**src/uart_chan_pkg.sv**
```systemverilog
// Purpose: constants and carriers for one uart channel register bank
// Assumes: 8-bit register bus, one channel per instance
// Notes:   byte addresses, one register per address
package uart_chan_pkg;
    localparam logic [7:0] ADDR_MASK      = 8'h00;
    localparam logic [7:0] ADDR_RX_FIFO   = 8'h01;
    localparam logic [7:0] ADDR_TX_FIFO   = 8'h02;
    localparam logic [7:0] ADDR_BID_BRK   = 8'h03;
    localparam logic [7:0] ADDR_BID_COS   = 8'h04;
    localparam logic [7:0] ADDR_BID_FLOW  = 8'h05;
    localparam logic [7:0] ADDR_BID_ADDR  = 8'h06;
    localparam logic [7:0] ADDR_RESUME    = 8'h07;
    localparam logic [7:0] ADDR_PAUSE     = 8'h08;
    localparam logic [7:0] ADDR_WAKEUP    = 8'h09;
    localparam logic [7:0] ADDR_FLOW      = 8'h0A;
    localparam logic [7:0] ADDR_WDOG_RUN  = 8'h0B;
    localparam logic [7:0] ADDR_RELOAD_AH = 8'h0C;
    localparam logic [7:0] ADDR_RELOAD_AL = 8'h0D;
    localparam logic [7:0] ADDR_RELOAD_BH = 8'h0E;
    localparam logic [7:0] ADDR_RELOAD_BL = 8'h0F;
    localparam logic [7:0] ADDR_ERR_STAT  = 8'h10;
    localparam logic [7:0] ADDR_SRC_STAT  = 8'h11;
    localparam logic [7:0] ADDR_MODE      = 8'h12;
    localparam logic [7:0] ADDR_COMMAND   = 8'h13;
    // interrupt source bit positions
    localparam int SRC_TX   = 0;
    localparam int SRC_RX   = 1;
    localparam int SRC_BRK  = 2;
    localparam int SRC_FLOW = 4;
    localparam int SRC_ADDR = 5;
    localparam int SRC_WDOG = 6;
    localparam int SRC_COS  = 7;
    localparam logic [7:0] MASK_WRITABLE = 8'hF7;
    // mode register fields
    localparam int MODE_BLOCK = 0;
    localparam int MODE_AUTO  = 1;
    localparam int MODE_LEN   = 2;
    // channel commands
    localparam logic [7:0] CMD_RESET_ERROR = 8'h04;
    localparam logic [7:0] CMD_RESET_BREAK = 8'h05;
    localparam logic [7:0] CMD_RESET_ADDR  = 8'h1B;
    // flow status codes
    localparam logic [1:0] AUTO_XON_SENT  = 2'h1;
    localparam logic [1:0] AUTO_XOFF_SENT = 2'h2;
    localparam logic [1:0] TXFLOW_NORMAL  = 2'h0;
    localparam logic [1:0] TXFLOW_REEN    = 2'h2;
    // reset values and sizes
    localparam logic [7:0] BYTE_RST   = 8'h00;
    localparam logic [6:0] WDOG_LIMIT = 7'h40;
    localparam logic [4:0] FIFO_DEPTH = 5'h10;
    localparam logic [4:0] PTR_STEP   = 5'h01;

    typedef struct packed {
        logic [7:0] addr;
        logic [7:0] wdata;
        logic       wr;
        logic       rd;
    } bus_req_type;

    typedef struct packed {
        logic       push;
        logic [2:0] err;
        logic [7:0] data;
    } rx_push_type;

    typedef struct packed {
        logic [7:0]           mask;
        logic [3:0][2:0]      bid;
        logic [7:0]           resume;
        logic [7:0]           pause;
        logic [7:0]           wake;
        logic [3:0]           wdog_en;
        logic [3:0][7:0]      reload;
        logic [3:0]           mode;
        logic [15:0][10:0]    rxm;
        logic [4:0]           rx_wp;
        logic [4:0]           rx_rp;
        logic [15:0][7:0]     txm;
        logic [4:0]           tx_wp;
        logic [4:0]           tx_rp;
        logic [2:0]           blk_err;
        logic                 input_change_event;
        logic                 wdog;
        logic                 addr;
        logic                 flow;
        logic                 brk;
        logic [1:0]           rx_x;
        logic [1:0]           auto_x;
        logic                 reen_ack;
        logic [6:0]           wcnt;
        logic [10:0]          rdata;
    } state_type;
endpackage

```
**src/uart_channel_intr_flow_regs.sv**
```systemverilog
// Purpose: per-channel interrupt mask, fifos, bids, flow status, timer reloads
// Assumes: receiver and transmitter logic run on ref_clk_i
// Notes:   read data appear the cycle after the read strobe
//
// Summary of operation
// - a source reaches arbitration and request only when status and mask are one
// - mask bit 7 gates input change of state events
// - mask bit 6 gates the receiver watchdog event
// - mask bit 5 gates address recognition state changes
// - mask bit 4 gates received flow character recognition
// - mask bit 2 gates break change; mask bit 3 reads zero
// - mask bits 1 and 0 gate receive and transmit fifo service
// - receive fifo holds 16 entries: break, framing, parity, eight data bits
// - error bits travel with their character; status shows head entry
// - unused upper data bits are zero for short characters
// - block error mode accumulates errors until reset error command 0x04
// - transmit fifo holds 16 bytes; upper bits of short characters ignored
// - four bid registers give three arbitration msbs; bits 7:3 reserved
// - resume, pause and wakeup compare characters match received data
// - received flow character bits hold until read, regardless of mode
// - last automatic flow character sent; zero when automatic mode off
// - transmitter flow status codes normal, halt pending, re-enabled, disabled
// - re-enabled status shows normal after a flow status read
// - transmit character status codes are reported from the transmitter
// - watchdog run register holds one enable per receiver
// - two baud timers take sixteen-bit divisors from high and low bytes
// - watchdog event after more than 64 bit times; cleared by push or read
// - flow source bit cleared by a flow status read
`timescale 1ns/1ps
module uart_channel_intr_flow_regs #(
    parameter logic [1:0] CHANNEL = 2'h0
) (
    input  wire logic                        ref_clk_i,
    input  wire logic                        nrst_i,
    input  wire uart_chan_pkg::bus_req_type  bus_i,
    output logic [10:0]                      rd_data_o,
    input  wire uart_chan_pkg::rx_push_type  rx_i,
    input  wire logic                        bit_tick_i,
    input  wire logic                        input_change_event_i,
    input  wire logic                        input_port_read_i,
    input  wire logic                        break_change_i,
    input  wire logic                        tx_pop_i,
    input  wire logic                        auto_xon_sent_i,
    input  wire logic                        auto_xoff_sent_i,
    input  wire logic [1:0]                  tx_flow_i,
    input  wire logic [1:0]                  tx_char_i,
    output logic                             interrupt_request_n_o,
    output logic [7:0]                       arb_sources_o,
    output logic [3:0][2:0]                  bids_o,
    output logic                             resume_hit_o,
    output logic                             pause_hit_o,
    output logic                             wakeup_hit_o,
    output logic                             rx_ready_o,
    output logic                             tx_valid_o,
    output logic [7:0]                       tx_data_o,
    output logic                             auto_flow_mode_o,
    output logic [1:0][15:0]                 timer_reload_o
);
    import uart_chan_pkg::*;

    state_type   q;
    state_type   d;
    logic        rx_empty;
    logic        rx_full;
    logic        tx_empty;
    logic        tx_full;
    logic        rx_push;
    logic        rx_pop;
    logic        fifo_evt;
    logic        flow_rd;
    logic [10:0] head;
    logic [7:0]  pdata;
    logic [7:0]  interrupt_source_status;
    logic [7:0]  flow_view;
    logic [1:0]  txflow_view;
    logic [2:0]  err_view;
    logic        cmd_wr;

    // zero data bits above the programmed character length
    function automatic logic [7:0] len_mask(input logic [7:0] v, input logic [1:0] len);
        logic [7:0] m;
        m = 8'hFF >> (2'h3 - len);
        return v & m;
    endfunction

    always_comb begin
        d = q;
        rx_empty = (q.rx_wp == q.rx_rp);
        rx_full  = ((q.rx_wp - q.rx_rp) == FIFO_DEPTH);
        tx_empty = (q.tx_wp == q.tx_rp);
        tx_full  = ((q.tx_wp - q.tx_rp) == FIFO_DEPTH);
        head     = q.rxm[q.rx_rp[3:0]];
        pdata    = len_mask(rx_i.data, q.mode[MODE_LEN +: 2]);
        rx_push  = rx_i.push && !rx_full;
        rx_pop   = bus_i.rd && (bus_i.addr == ADDR_RX_FIFO) && !rx_empty;
        fifo_evt = rx_push || rx_pop;
        flow_rd  = bus_i.rd && (bus_i.addr == ADDR_FLOW);
        cmd_wr   = bus_i.wr && (bus_i.addr == ADDR_COMMAND);
        resume_hit_o = rx_push && (pdata == q.resume);
        pause_hit_o  = rx_push && (pdata == q.pause);
        wakeup_hit_o = rx_push && (pdata == q.wake);
        interrupt_source_status = {q.input_change_event, q.wdog, q.addr, q.flow, 1'b0, q.brk, !rx_empty, tx_empty};
        txflow_view = (tx_flow_i == TXFLOW_REEN && q.reen_ack) ? TXFLOW_NORMAL : tx_flow_i;
        // automatic status hidden when mode off
        flow_view = {q.rx_x, q.mode[MODE_AUTO] ? q.auto_x : 2'h0, txflow_view, tx_char_i};
        err_view = q.mode[MODE_BLOCK] ? q.blk_err : (rx_empty ? 3'h0 : head[10:8]);

        d.rdata = 11'h000;
        if (bus_i.rd) begin
            case (bus_i.addr)
                ADDR_MASK:      d.rdata = {3'h0, q.mask};
                ADDR_RX_FIFO:   d.rdata = rx_empty ? 11'h000 : head;
                ADDR_BID_BRK:   d.rdata = {8'h00, q.bid[0]};
                ADDR_BID_COS:   d.rdata = {8'h00, q.bid[1]};
                ADDR_BID_FLOW:  d.rdata = {8'h00, q.bid[2]};
                ADDR_BID_ADDR:  d.rdata = {8'h00, q.bid[3]};
                ADDR_RESUME:    d.rdata = {3'h0, q.resume};
                ADDR_PAUSE:     d.rdata = {3'h0, q.pause};
                ADDR_WAKEUP:    d.rdata = {3'h0, q.wake};
                ADDR_FLOW:      d.rdata = {3'h0, flow_view};
                ADDR_WDOG_RUN:  d.rdata = {7'h00, q.wdog_en};
                ADDR_RELOAD_AH: d.rdata = {3'h0, q.reload[0]};
                ADDR_RELOAD_AL: d.rdata = {3'h0, q.reload[1]};
                ADDR_RELOAD_BH: d.rdata = {3'h0, q.reload[2]};
                ADDR_RELOAD_BL: d.rdata = {3'h0, q.reload[3]};
                ADDR_ERR_STAT:  d.rdata = {8'h00, err_view};
                ADDR_SRC_STAT:  d.rdata = {3'h0, interrupt_source_status};
                ADDR_MODE:      d.rdata = {7'h00, q.mode};
                default:        d.rdata = 11'h000;
            endcase
        end

        if (bus_i.wr) begin
            case (bus_i.addr)
                // mask bit 3 held at zero
                ADDR_MASK:      d.mask = bus_i.wdata & MASK_WRITABLE;
                ADDR_BID_BRK:   d.bid[0] = bus_i.wdata[2:0];
                ADDR_BID_COS:   d.bid[1] = bus_i.wdata[2:0];
                ADDR_BID_FLOW:  d.bid[2] = bus_i.wdata[2:0];
                ADDR_BID_ADDR:  d.bid[3] = bus_i.wdata[2:0];
                ADDR_RESUME:    d.resume = bus_i.wdata;
                ADDR_PAUSE:     d.pause = bus_i.wdata;
                ADDR_WAKEUP:    d.wake = bus_i.wdata;
                ADDR_WDOG_RUN:  d.wdog_en = bus_i.wdata[3:0];
                ADDR_RELOAD_AH: d.reload[0] = bus_i.wdata;
                ADDR_RELOAD_AL: d.reload[1] = bus_i.wdata;
                ADDR_RELOAD_BH: d.reload[2] = bus_i.wdata;
                ADDR_RELOAD_BL: d.reload[3] = bus_i.wdata;
                ADDR_MODE:      d.mode = bus_i.wdata[3:0];
                default:        d.mode = q.mode;
            endcase
        end

        if (rx_push) begin
            d.rxm[q.rx_wp[3:0]] = {rx_i.err, pdata};
            d.rx_wp = q.rx_wp + PTR_STEP;
        end
        if (rx_pop) begin
            d.rx_rp = q.rx_rp + PTR_STEP;
        end
        if (bus_i.wr && (bus_i.addr == ADDR_TX_FIFO) && !tx_full) begin
            d.txm[q.tx_wp[3:0]] = bus_i.wdata;
            d.tx_wp = q.tx_wp + PTR_STEP;
        end
        if (tx_pop_i && !tx_empty) begin
            d.tx_rp = q.tx_rp + PTR_STEP;
        end

        d.blk_err = ((cmd_wr && bus_i.wdata == CMD_RESET_ERROR) ? 3'h0 : q.blk_err)
                  | (rx_push ? rx_i.err : 3'h0);
        d.brk  = ((cmd_wr && bus_i.wdata == CMD_RESET_BREAK) ? 1'b0 : q.brk) | break_change_i;
        d.addr = ((cmd_wr && bus_i.wdata == CMD_RESET_ADDR) ? 1'b0 : q.addr) | wakeup_hit_o;
        d.input_change_event  = (input_port_read_i ? 1'b0 : q.input_change_event) | input_change_event_i;
        // received flow characters held until read
        d.rx_x = (flow_rd ? 2'h0 : q.rx_x) | {resume_hit_o, pause_hit_o};
        d.flow = (flow_rd ? 1'b0 : q.flow) | resume_hit_o | pause_hit_o;
        // last automatic character, cleared when mode off
        if (!d.mode[MODE_AUTO]) begin
            d.auto_x = 2'h0;
        end else if (auto_xoff_sent_i) begin
            d.auto_x = AUTO_XOFF_SENT;
        end else if (auto_xon_sent_i) begin
            d.auto_x = AUTO_XON_SENT;
        end
        if (tx_flow_i != TXFLOW_REEN) begin
            d.reen_ack = 1'b0;
        end else if (flow_rd) begin
            d.reen_ack = 1'b1;
        end

        // idle bit-time count since last fifo event
        if (fifo_evt) begin
            d.wcnt = 7'h00;
            d.wdog = 1'b0;
        end else begin
            if (q.wdog_en[CHANNEL] && bit_tick_i && (q.wcnt <= WDOG_LIMIT)) begin
                d.wcnt = q.wcnt + 7'h01;
            end
            d.wdog = q.wdog | (q.wcnt > WDOG_LIMIT);
        end
    end

    always_ff @(posedge ref_clk_i or negedge nrst_i) begin
        if (!nrst_i) begin
            q <= '0;
            q.mask <= BYTE_RST;
        end else begin
            q <= d;
        end
    end

    assign arb_sources_o = interrupt_source_status & q.mask;
    assign interrupt_request_n_o = !(|arb_sources_o);
    assign rd_data_o = q.rdata;
    assign bids_o = q.bid;
    assign rx_ready_o = !rx_full;
    assign tx_valid_o = !tx_empty;
    // upper bits of short characters dropped
    assign tx_data_o = len_mask(q.txm[q.tx_rp[3:0]], q.mode[MODE_LEN +: 2]);
    assign auto_flow_mode_o = q.mode[MODE_AUTO];
    assign timer_reload_o = {{q.reload[2], q.reload[3]}, {q.reload[0], q.reload[1]}};

    a_masked_no_req: assert property (@(posedge ref_clk_i) disable iff (!nrst_i)
        ((interrupt_source_status & q.mask) == 8'h00) |-> interrupt_request_n_o)
        else $error("masked source drove request");

    a_cos_gated_req: assert property (@(posedge ref_clk_i) disable iff (!nrst_i)
        (q.input_change_event && q.mask[SRC_COS]) |-> !interrupt_request_n_o && arb_sources_o[SRC_COS])
        else $error("change of state not presented");

    a_wdog_after_64: assert property (@(posedge ref_clk_i) disable iff (!nrst_i)
        $rose(q.wdog) |-> $past(q.wcnt) > WDOG_LIMIT && !$past(fifo_evt))
        else $error("watchdog set early");

    a_wdog_gate: assert property (@(posedge ref_clk_i) disable iff (!nrst_i)
        (q.wdog && !q.mask[SRC_WDOG]) |-> !arb_sources_o[SRC_WDOG])
        else $error("watchdog passed while masked");

    a_wdog_clear: assert property (@(posedge ref_clk_i) disable iff (!nrst_i)
        fifo_evt |=> !q.wdog && q.wcnt == 7'd0)
        else $error("watchdog not cleared by fifo event");

    a_mask_bit3: assert property (@(posedge ref_clk_i) disable iff (!nrst_i)
        bus_i.wr && bus_i.addr == ADDR_MASK |=> !q.mask[3] && q.mask[7] == $past(bus_i.wdata[7]))
        else $error("mask write wrong");

    a_rx_read_head: assert property (@(posedge ref_clk_i) disable iff (!nrst_i)
        rx_pop |=> rd_data_o == $past(head) && q.rx_rp == $past(q.rx_rp) + 5'd1)
        else $error("receive fifo read wrong");

    a_rx_depth: assert property (@(posedge ref_clk_i) disable iff (!nrst_i)
        (q.rx_wp - q.rx_rp) <= FIFO_DEPTH && (q.tx_wp - q.tx_rp) <= FIFO_DEPTH)
        else $error("fifo depth exceeded");

    a_short_zero: assert property (@(posedge ref_clk_i) disable iff (!nrst_i)
        rx_push && q.mode[MODE_LEN +: 2] == 2'h0 |=> q.rxm[$past(q.rx_wp[3:0])][7:5] == 3'h0)
        else $error("short character upper bits kept");

    a_blk_reset: assert property (@(posedge ref_clk_i) disable iff (!nrst_i)
        cmd_wr && bus_i.wdata == CMD_RESET_ERROR && !rx_push |=> q.blk_err == 3'h0)
        else $error("reset error command ignored");

    a_bid_reserved: assert property (@(posedge ref_clk_i) disable iff (!nrst_i)
        bus_i.rd && bus_i.addr == ADDR_BID_COS |=> rd_data_o[10:3] == 8'h00)
        else $error("bid reserved bits not zero");

    a_flow_hold: assert property (@(posedge ref_clk_i) disable iff (!nrst_i)
        q.rx_x != 2'h0 && !flow_rd |=> (q.rx_x & $past(q.rx_x)) == $past(q.rx_x))
        else $error("received flow bits lost without read");

    a_auto_off: assert property (@(posedge ref_clk_i) disable iff (!nrst_i)
        !q.mode[MODE_AUTO] |-> q.auto_x == 2'h0)
        else $error("automatic status kept with mode off");

    a_flow_src_clr: assert property (@(posedge ref_clk_i) disable iff (!nrst_i)
        flow_rd && !resume_hit_o && !pause_hit_o |=> !q.flow && q.rx_x == 2'h0)
        else $error("flow read did not clear");

    a_reen_normal: assert property (@(posedge ref_clk_i) disable iff (!nrst_i)
        flow_rd && tx_flow_i == TXFLOW_REEN ##1 tx_flow_i == TXFLOW_REEN
            |-> flow_view[3:2] == TXFLOW_NORMAL)
        else $error("re-enabled not returned to normal");
endmodule // uart_channel_intr_flow_regs

```
**config.mk**
```make
export PLATFORM = sky130hd
export DESIGN_NAME = uart_channel_intr_flow_regs
export DESIGN_NICKNAME = d
export VERILOG_FILES = /design/src/uart_chan_pkg.sv /design/src/uart_channel_intr_flow_regs.sv
export SDC_FILE = /design/constraint.sdc
export NUM_CORES = 1
export LEC_CHECK = 0
export BUFFER_PORTS_ARGS = -buffer_cell sky130_fd_sc_hd__buf_2
export CAP_MARGIN = 10
export CELL_PAD_IN_SITES_DETAIL_PLACEMENT = 0
export CELL_PAD_IN_SITES_GLOBAL_PLACEMENT = 1
export CORE_MARGIN = 1.5
export CORE_UTILIZATION = 45
export CTS_CLUSTER_SIZE = 14
export DETAILED_ROUTE_END_ITERATION = 6
export PLACE_DENSITY_LB_ADDON = 0.15
export SLEW_MARGIN = 10
export SYNTH_ARGS = -nofsm -noshare
export SYNTH_HDL_FRONTEND = slang
export SYNTH_SLANG_ARGS = --single-unit
```
**constraint.sdc**
```tcl
create_clock -name ref_clk_i -period 4.8 [get_ports ref_clk_i]
set_clock_uncertainty 0.1 [all_clocks]
set_input_delay 0.96 -clock ref_clk_i [delete_from_list [all_inputs] [get_ports ref_clk_i]]
set_output_delay 0.96 -clock ref_clk_i [all_outputs]
set_load 0.02 [all_outputs]
```
==> impl_metrics.env <==
export IMPL_crit_chain="clkinv_1 > ha_1 > o21a_1 > or4_1 > a211oi_4 > buf_4 > nor3b_1 > buf_2"
export IMPL_syn_nets=1639
export IMPL_antennaDiodeCount=0
export IMPL_cts_hold_buf=0
export IMPL_clock_sinks=438
export IMPL_num_vias=13200
export IMPL_period_needed_ns=4.55
export IMPL_viasPerCell=5.84
export IMPL_peakVddDrop_v=0.000268
export IMPL_hold_ws_ns=0.378
export IMPL_postLayoutSetupSlackWorst_ns=0.247
export IMPL_path_clk_slew_ns=0.06
export IMPL_worstSetupPathType="reg2out"
export IMPL_slew_violations=0
export IMPL_drcViolationCount=0
export IMPL_drive_gt1_share_pct=45.8
export IMPL_placed_cells=2179
export IMPL_drt_iter0_drc=739
export IMPL_fin_cells=2263
export IMPL_worstSetupEndpointType="output pin"
export IMPL_ys_ff_latch=438
export IMPL_synthSimpleGateAreaFrac_pct=7.46
export IMPL_grt_first_pass_wirelength_mm=87.7
export IMPL_fin_tns_setup_ns=0
export IMPL_wl_mm=56.7
export IMPL_min_to="flow_view[6]$_DFF_PN0_"
export IMPL_dominantRegCellSynth="dfrtp_1"
export IMPL_cp_required_ns=3.74
export IMPL_power_share_combinational_pct=21.2
export IMPL_synthTopCellsByCount="dfrtp_1 (438), mux2_2 (394), mux4_2 (86), clkbuf_1 (76), nand2_1 (69)"
export IMPL_worstHoldStart="flow_view[6]$_DFF_PN0_"
export IMPL_initial_utilization_pct=45.5
export IMPL_critical_path_depth=8
export IMPL_synth_avg_cell_area_um2=13.8
export IMPL_p_int_mw=7.73
export IMPL_hpwl_mm=37.9
export IMPL_finalSetupViolations=0
export IMPL_synthArstFlopShare_pct=100
export IMPL_critPathBufInv=3
export IMPL_numCtsBuffers=48
export IMPL_place_ws_ns=0.842
export IMPL_status="finished, final reports clean"
export IMPL_hold_class="reg2reg"
export IMPL_crit_path_top_delay_cell="or4_1"
export IMPL_synth_cell_types=66
export IMPL_layout_nets=1677
export IMPL_fmax_mhz=220
export IMPL_die_area_mm2=0.0495
export IMPL_htree_levels=2
export IMPL_max_stage_delay_ns=0.52
export IMPL_final_area_mm2=0.0240
export IMPL_yosysMostFrequentCell="dfrtp_1"
export IMPL_synth_warnings=0
export IMPL_coreArea_mm2=0.0476
export IMPL_min_period_over_period_pct=94.9
export IMPL_r2r_setup_slack_ns=1.15
export IMPL_gp_congestion=0.854
export IMPL_synthMuxAreaShare_pct=30.7
export IMPL_power_density_mw_per_mm2=447
export IMPL_dpl_cell_area_mm2=0.0225
export IMPL_relSlewSlack_pct=35.6
export IMPL_clk_path_buf_depth=3
export IMPL_crit_family="buffers and inverters"
export IMPL_ant_nets=0
export IMPL_synthXorXnorAreaFrac_pct=2.02
export IMPL_synth_top_area_share_pct=50.5
export IMPL_hold_violations=0
export IMPL_synth_compound_area_share_pct=3.24
export IMPL_synth_adder_area_share_pct=1.15
export IMPL_power_leakage_nw=11.1
export IMPL_clock_power_share_pct=34.4
export IMPL_wl_per_cell_um=25.1
export IMPL_grt_usage_pct=23.5
export IMPL_syn_inst=1576
export IMPL_cts_resized=0
export IMPL_cts_tree="built"
export IMPL_rsz0062_at_grt="no"
export IMPL_postCtsSetupBuffers=0
export IMPL_rows=80
export IMPL_antenna_found_initial=3
export IMPL_synth_edf_count=0
export IMPL_synth_largest_area_cell="dfrtp_1"
export IMPL_p_switching_mw=3.02
export IMPL_swShare_pct=28.1
export IMPL_clock_latency_ns=0.58
export IMPL_synth_top_family_by_area="multiplexers"
export IMPL_min_path_cells=1
export IMPL_grt_overflow=0
export IMPL_rr_endpoint="q[268]$_DFFE_PN0P_"
export IMPL_grt_max_degree=119
export IMPL_placement_io_buffers=119
export IMPL_cts_root_buf="clkbuf_16"
export IMPL_die_y_um=223
export IMPL_ys_seq_area_share_pct=50.5
export IMPL_die_w_um=223
export IMPL_cp_start_kind="flop"
export IMPL_tightest_slew_ns=0.966
export IMPL_r2r_cells=9
export IMPL_firstDrtPassIters=7
export IMPL_synth_area_mm2=0.0217
export IMPL_rr_startpoint="q[171]$_DFFE_PN0P_"
export IMPL_cp_arrival_ns=3.49
export IMPL_worstPathMaxFanout=19
export IMPL_synth_area_top_cells="dfrtp_1 (51%), mux2_2 (20%), mux4_2 (8.9%)"
export IMPL_maxCapViolations=0
export IMPL_power_frac_seq_pct=44.4
export IMPL_syn2layout_area_growth_pct=10.9
export IMPL_grt_pass1_vias=13700
export IMPL_ios=121
power by group through the flow:
stage | clock network [mW] | registers [mW] | logic, mW
floorplan | 0 | 4.65 | 1.79
global placement | 0 | 4.80 | 2.26
detailed placement | 0 | 4.84 | 2.31
CTS | 3.78 | 4.77 | 2.31
global route | 3.94 | 4.86 | 2.47
finish | 3.69 | 4.77 | 2.28
metal layers:
metal	part of all wire [%]	global-route usage, %	vias up
met4	2.6	6.98	4
met1	46	33.2	7053
li1	-	-	5785
met5	0.037	0	-
met3	4.4	4.15	89
met2	47	37.1	285
per-stage QoR:
step,util (%),power [mW]
global route,50.5,11.3
detailed placement,47.2,7.14
global placement,47.2,7.06
floorplan,-,6.44
finish,50.5,10.7
CTS,50.5,10.9
layout make-up:
cell class	count	area [µm²]
Inverter	19	71.3
Tap cell	615	769
Clock inverter	18	196
Multi-Input combinational cell	948	9710
Timing Repair Buffer	159	968
Fill cell	4176	23600
Clock buffer	66	1370
Sequential cell	438	11000
worst reg2reg max path: stages, from the launching register on:
cell      delay [ns]
dfrtp_1         0.35
clkinv_1        0.39
ha_1            0.50
o21a_1          0.13
o211ai_1        0.25
a211oi_4        0.11
buf_4           0.26
nor4b_2         0.73
buf_4           0.35
mux2_2          0.37
placed cells by master (no fill, tap or decap), types with 14 or more instances in the layout:
cell       count
dfrtp_1      436
mux2_2       394
buf_2        118
mux4_2        86
nand2_1       69
clkbuf_16     49
buf_4         35
xor2_1        33
nor2_1        32
mux2i_1       28
nand3_1       25
o21ai_0       25
ha_1          20
nand4_1       17
xnor2_1       17
inv_1         16
and3_1        16
and2_1        15
nor3_1        15
nor3_4        15
nor2b_1       14
flip-flops by register name (all words and copies together) (netlist names):
register / cells
interrupt_source_status: 5
timer_reload_o: 32
bids_o: 12
q: 375
flow_view: 2
auto_flow_mode_o: 1
rd_data_o: 11
worst max-delay path by stage:
stage,to,slack (ns),startpoint
floorplan,resume_hit_o,0.64,q[170]$_DFFE_PN0P_
global placement,resume_hit_o,0.86,q[171]$_DFFE_PN0P_
detailed placement,pause_hit_o,0.84,q[171]$_DFFE_PN0P_
CTS,pause_hit_o,0.20,q[171]$_DFFE_PN0P_
global route,pause_hit_o,0.08,q[171]$_DFFE_PN0P_
finish,pause_hit_o,0.25,q[171]$_DFFE_PN0P_
cell families (layout without fill, tap and decap cells):
logic type,count (synthesis),after routing
multiplexers,508,508
flip-flops,438,438
AND/OR/NAND/NOR,266,266
buffers and inverters,190,262
AO/OA/AOI/OAI,103,103
XOR/XNOR,50,50
adder cells (fa/ha/maj),20,20
other,1,1
(Power assumes the default switching activity.)
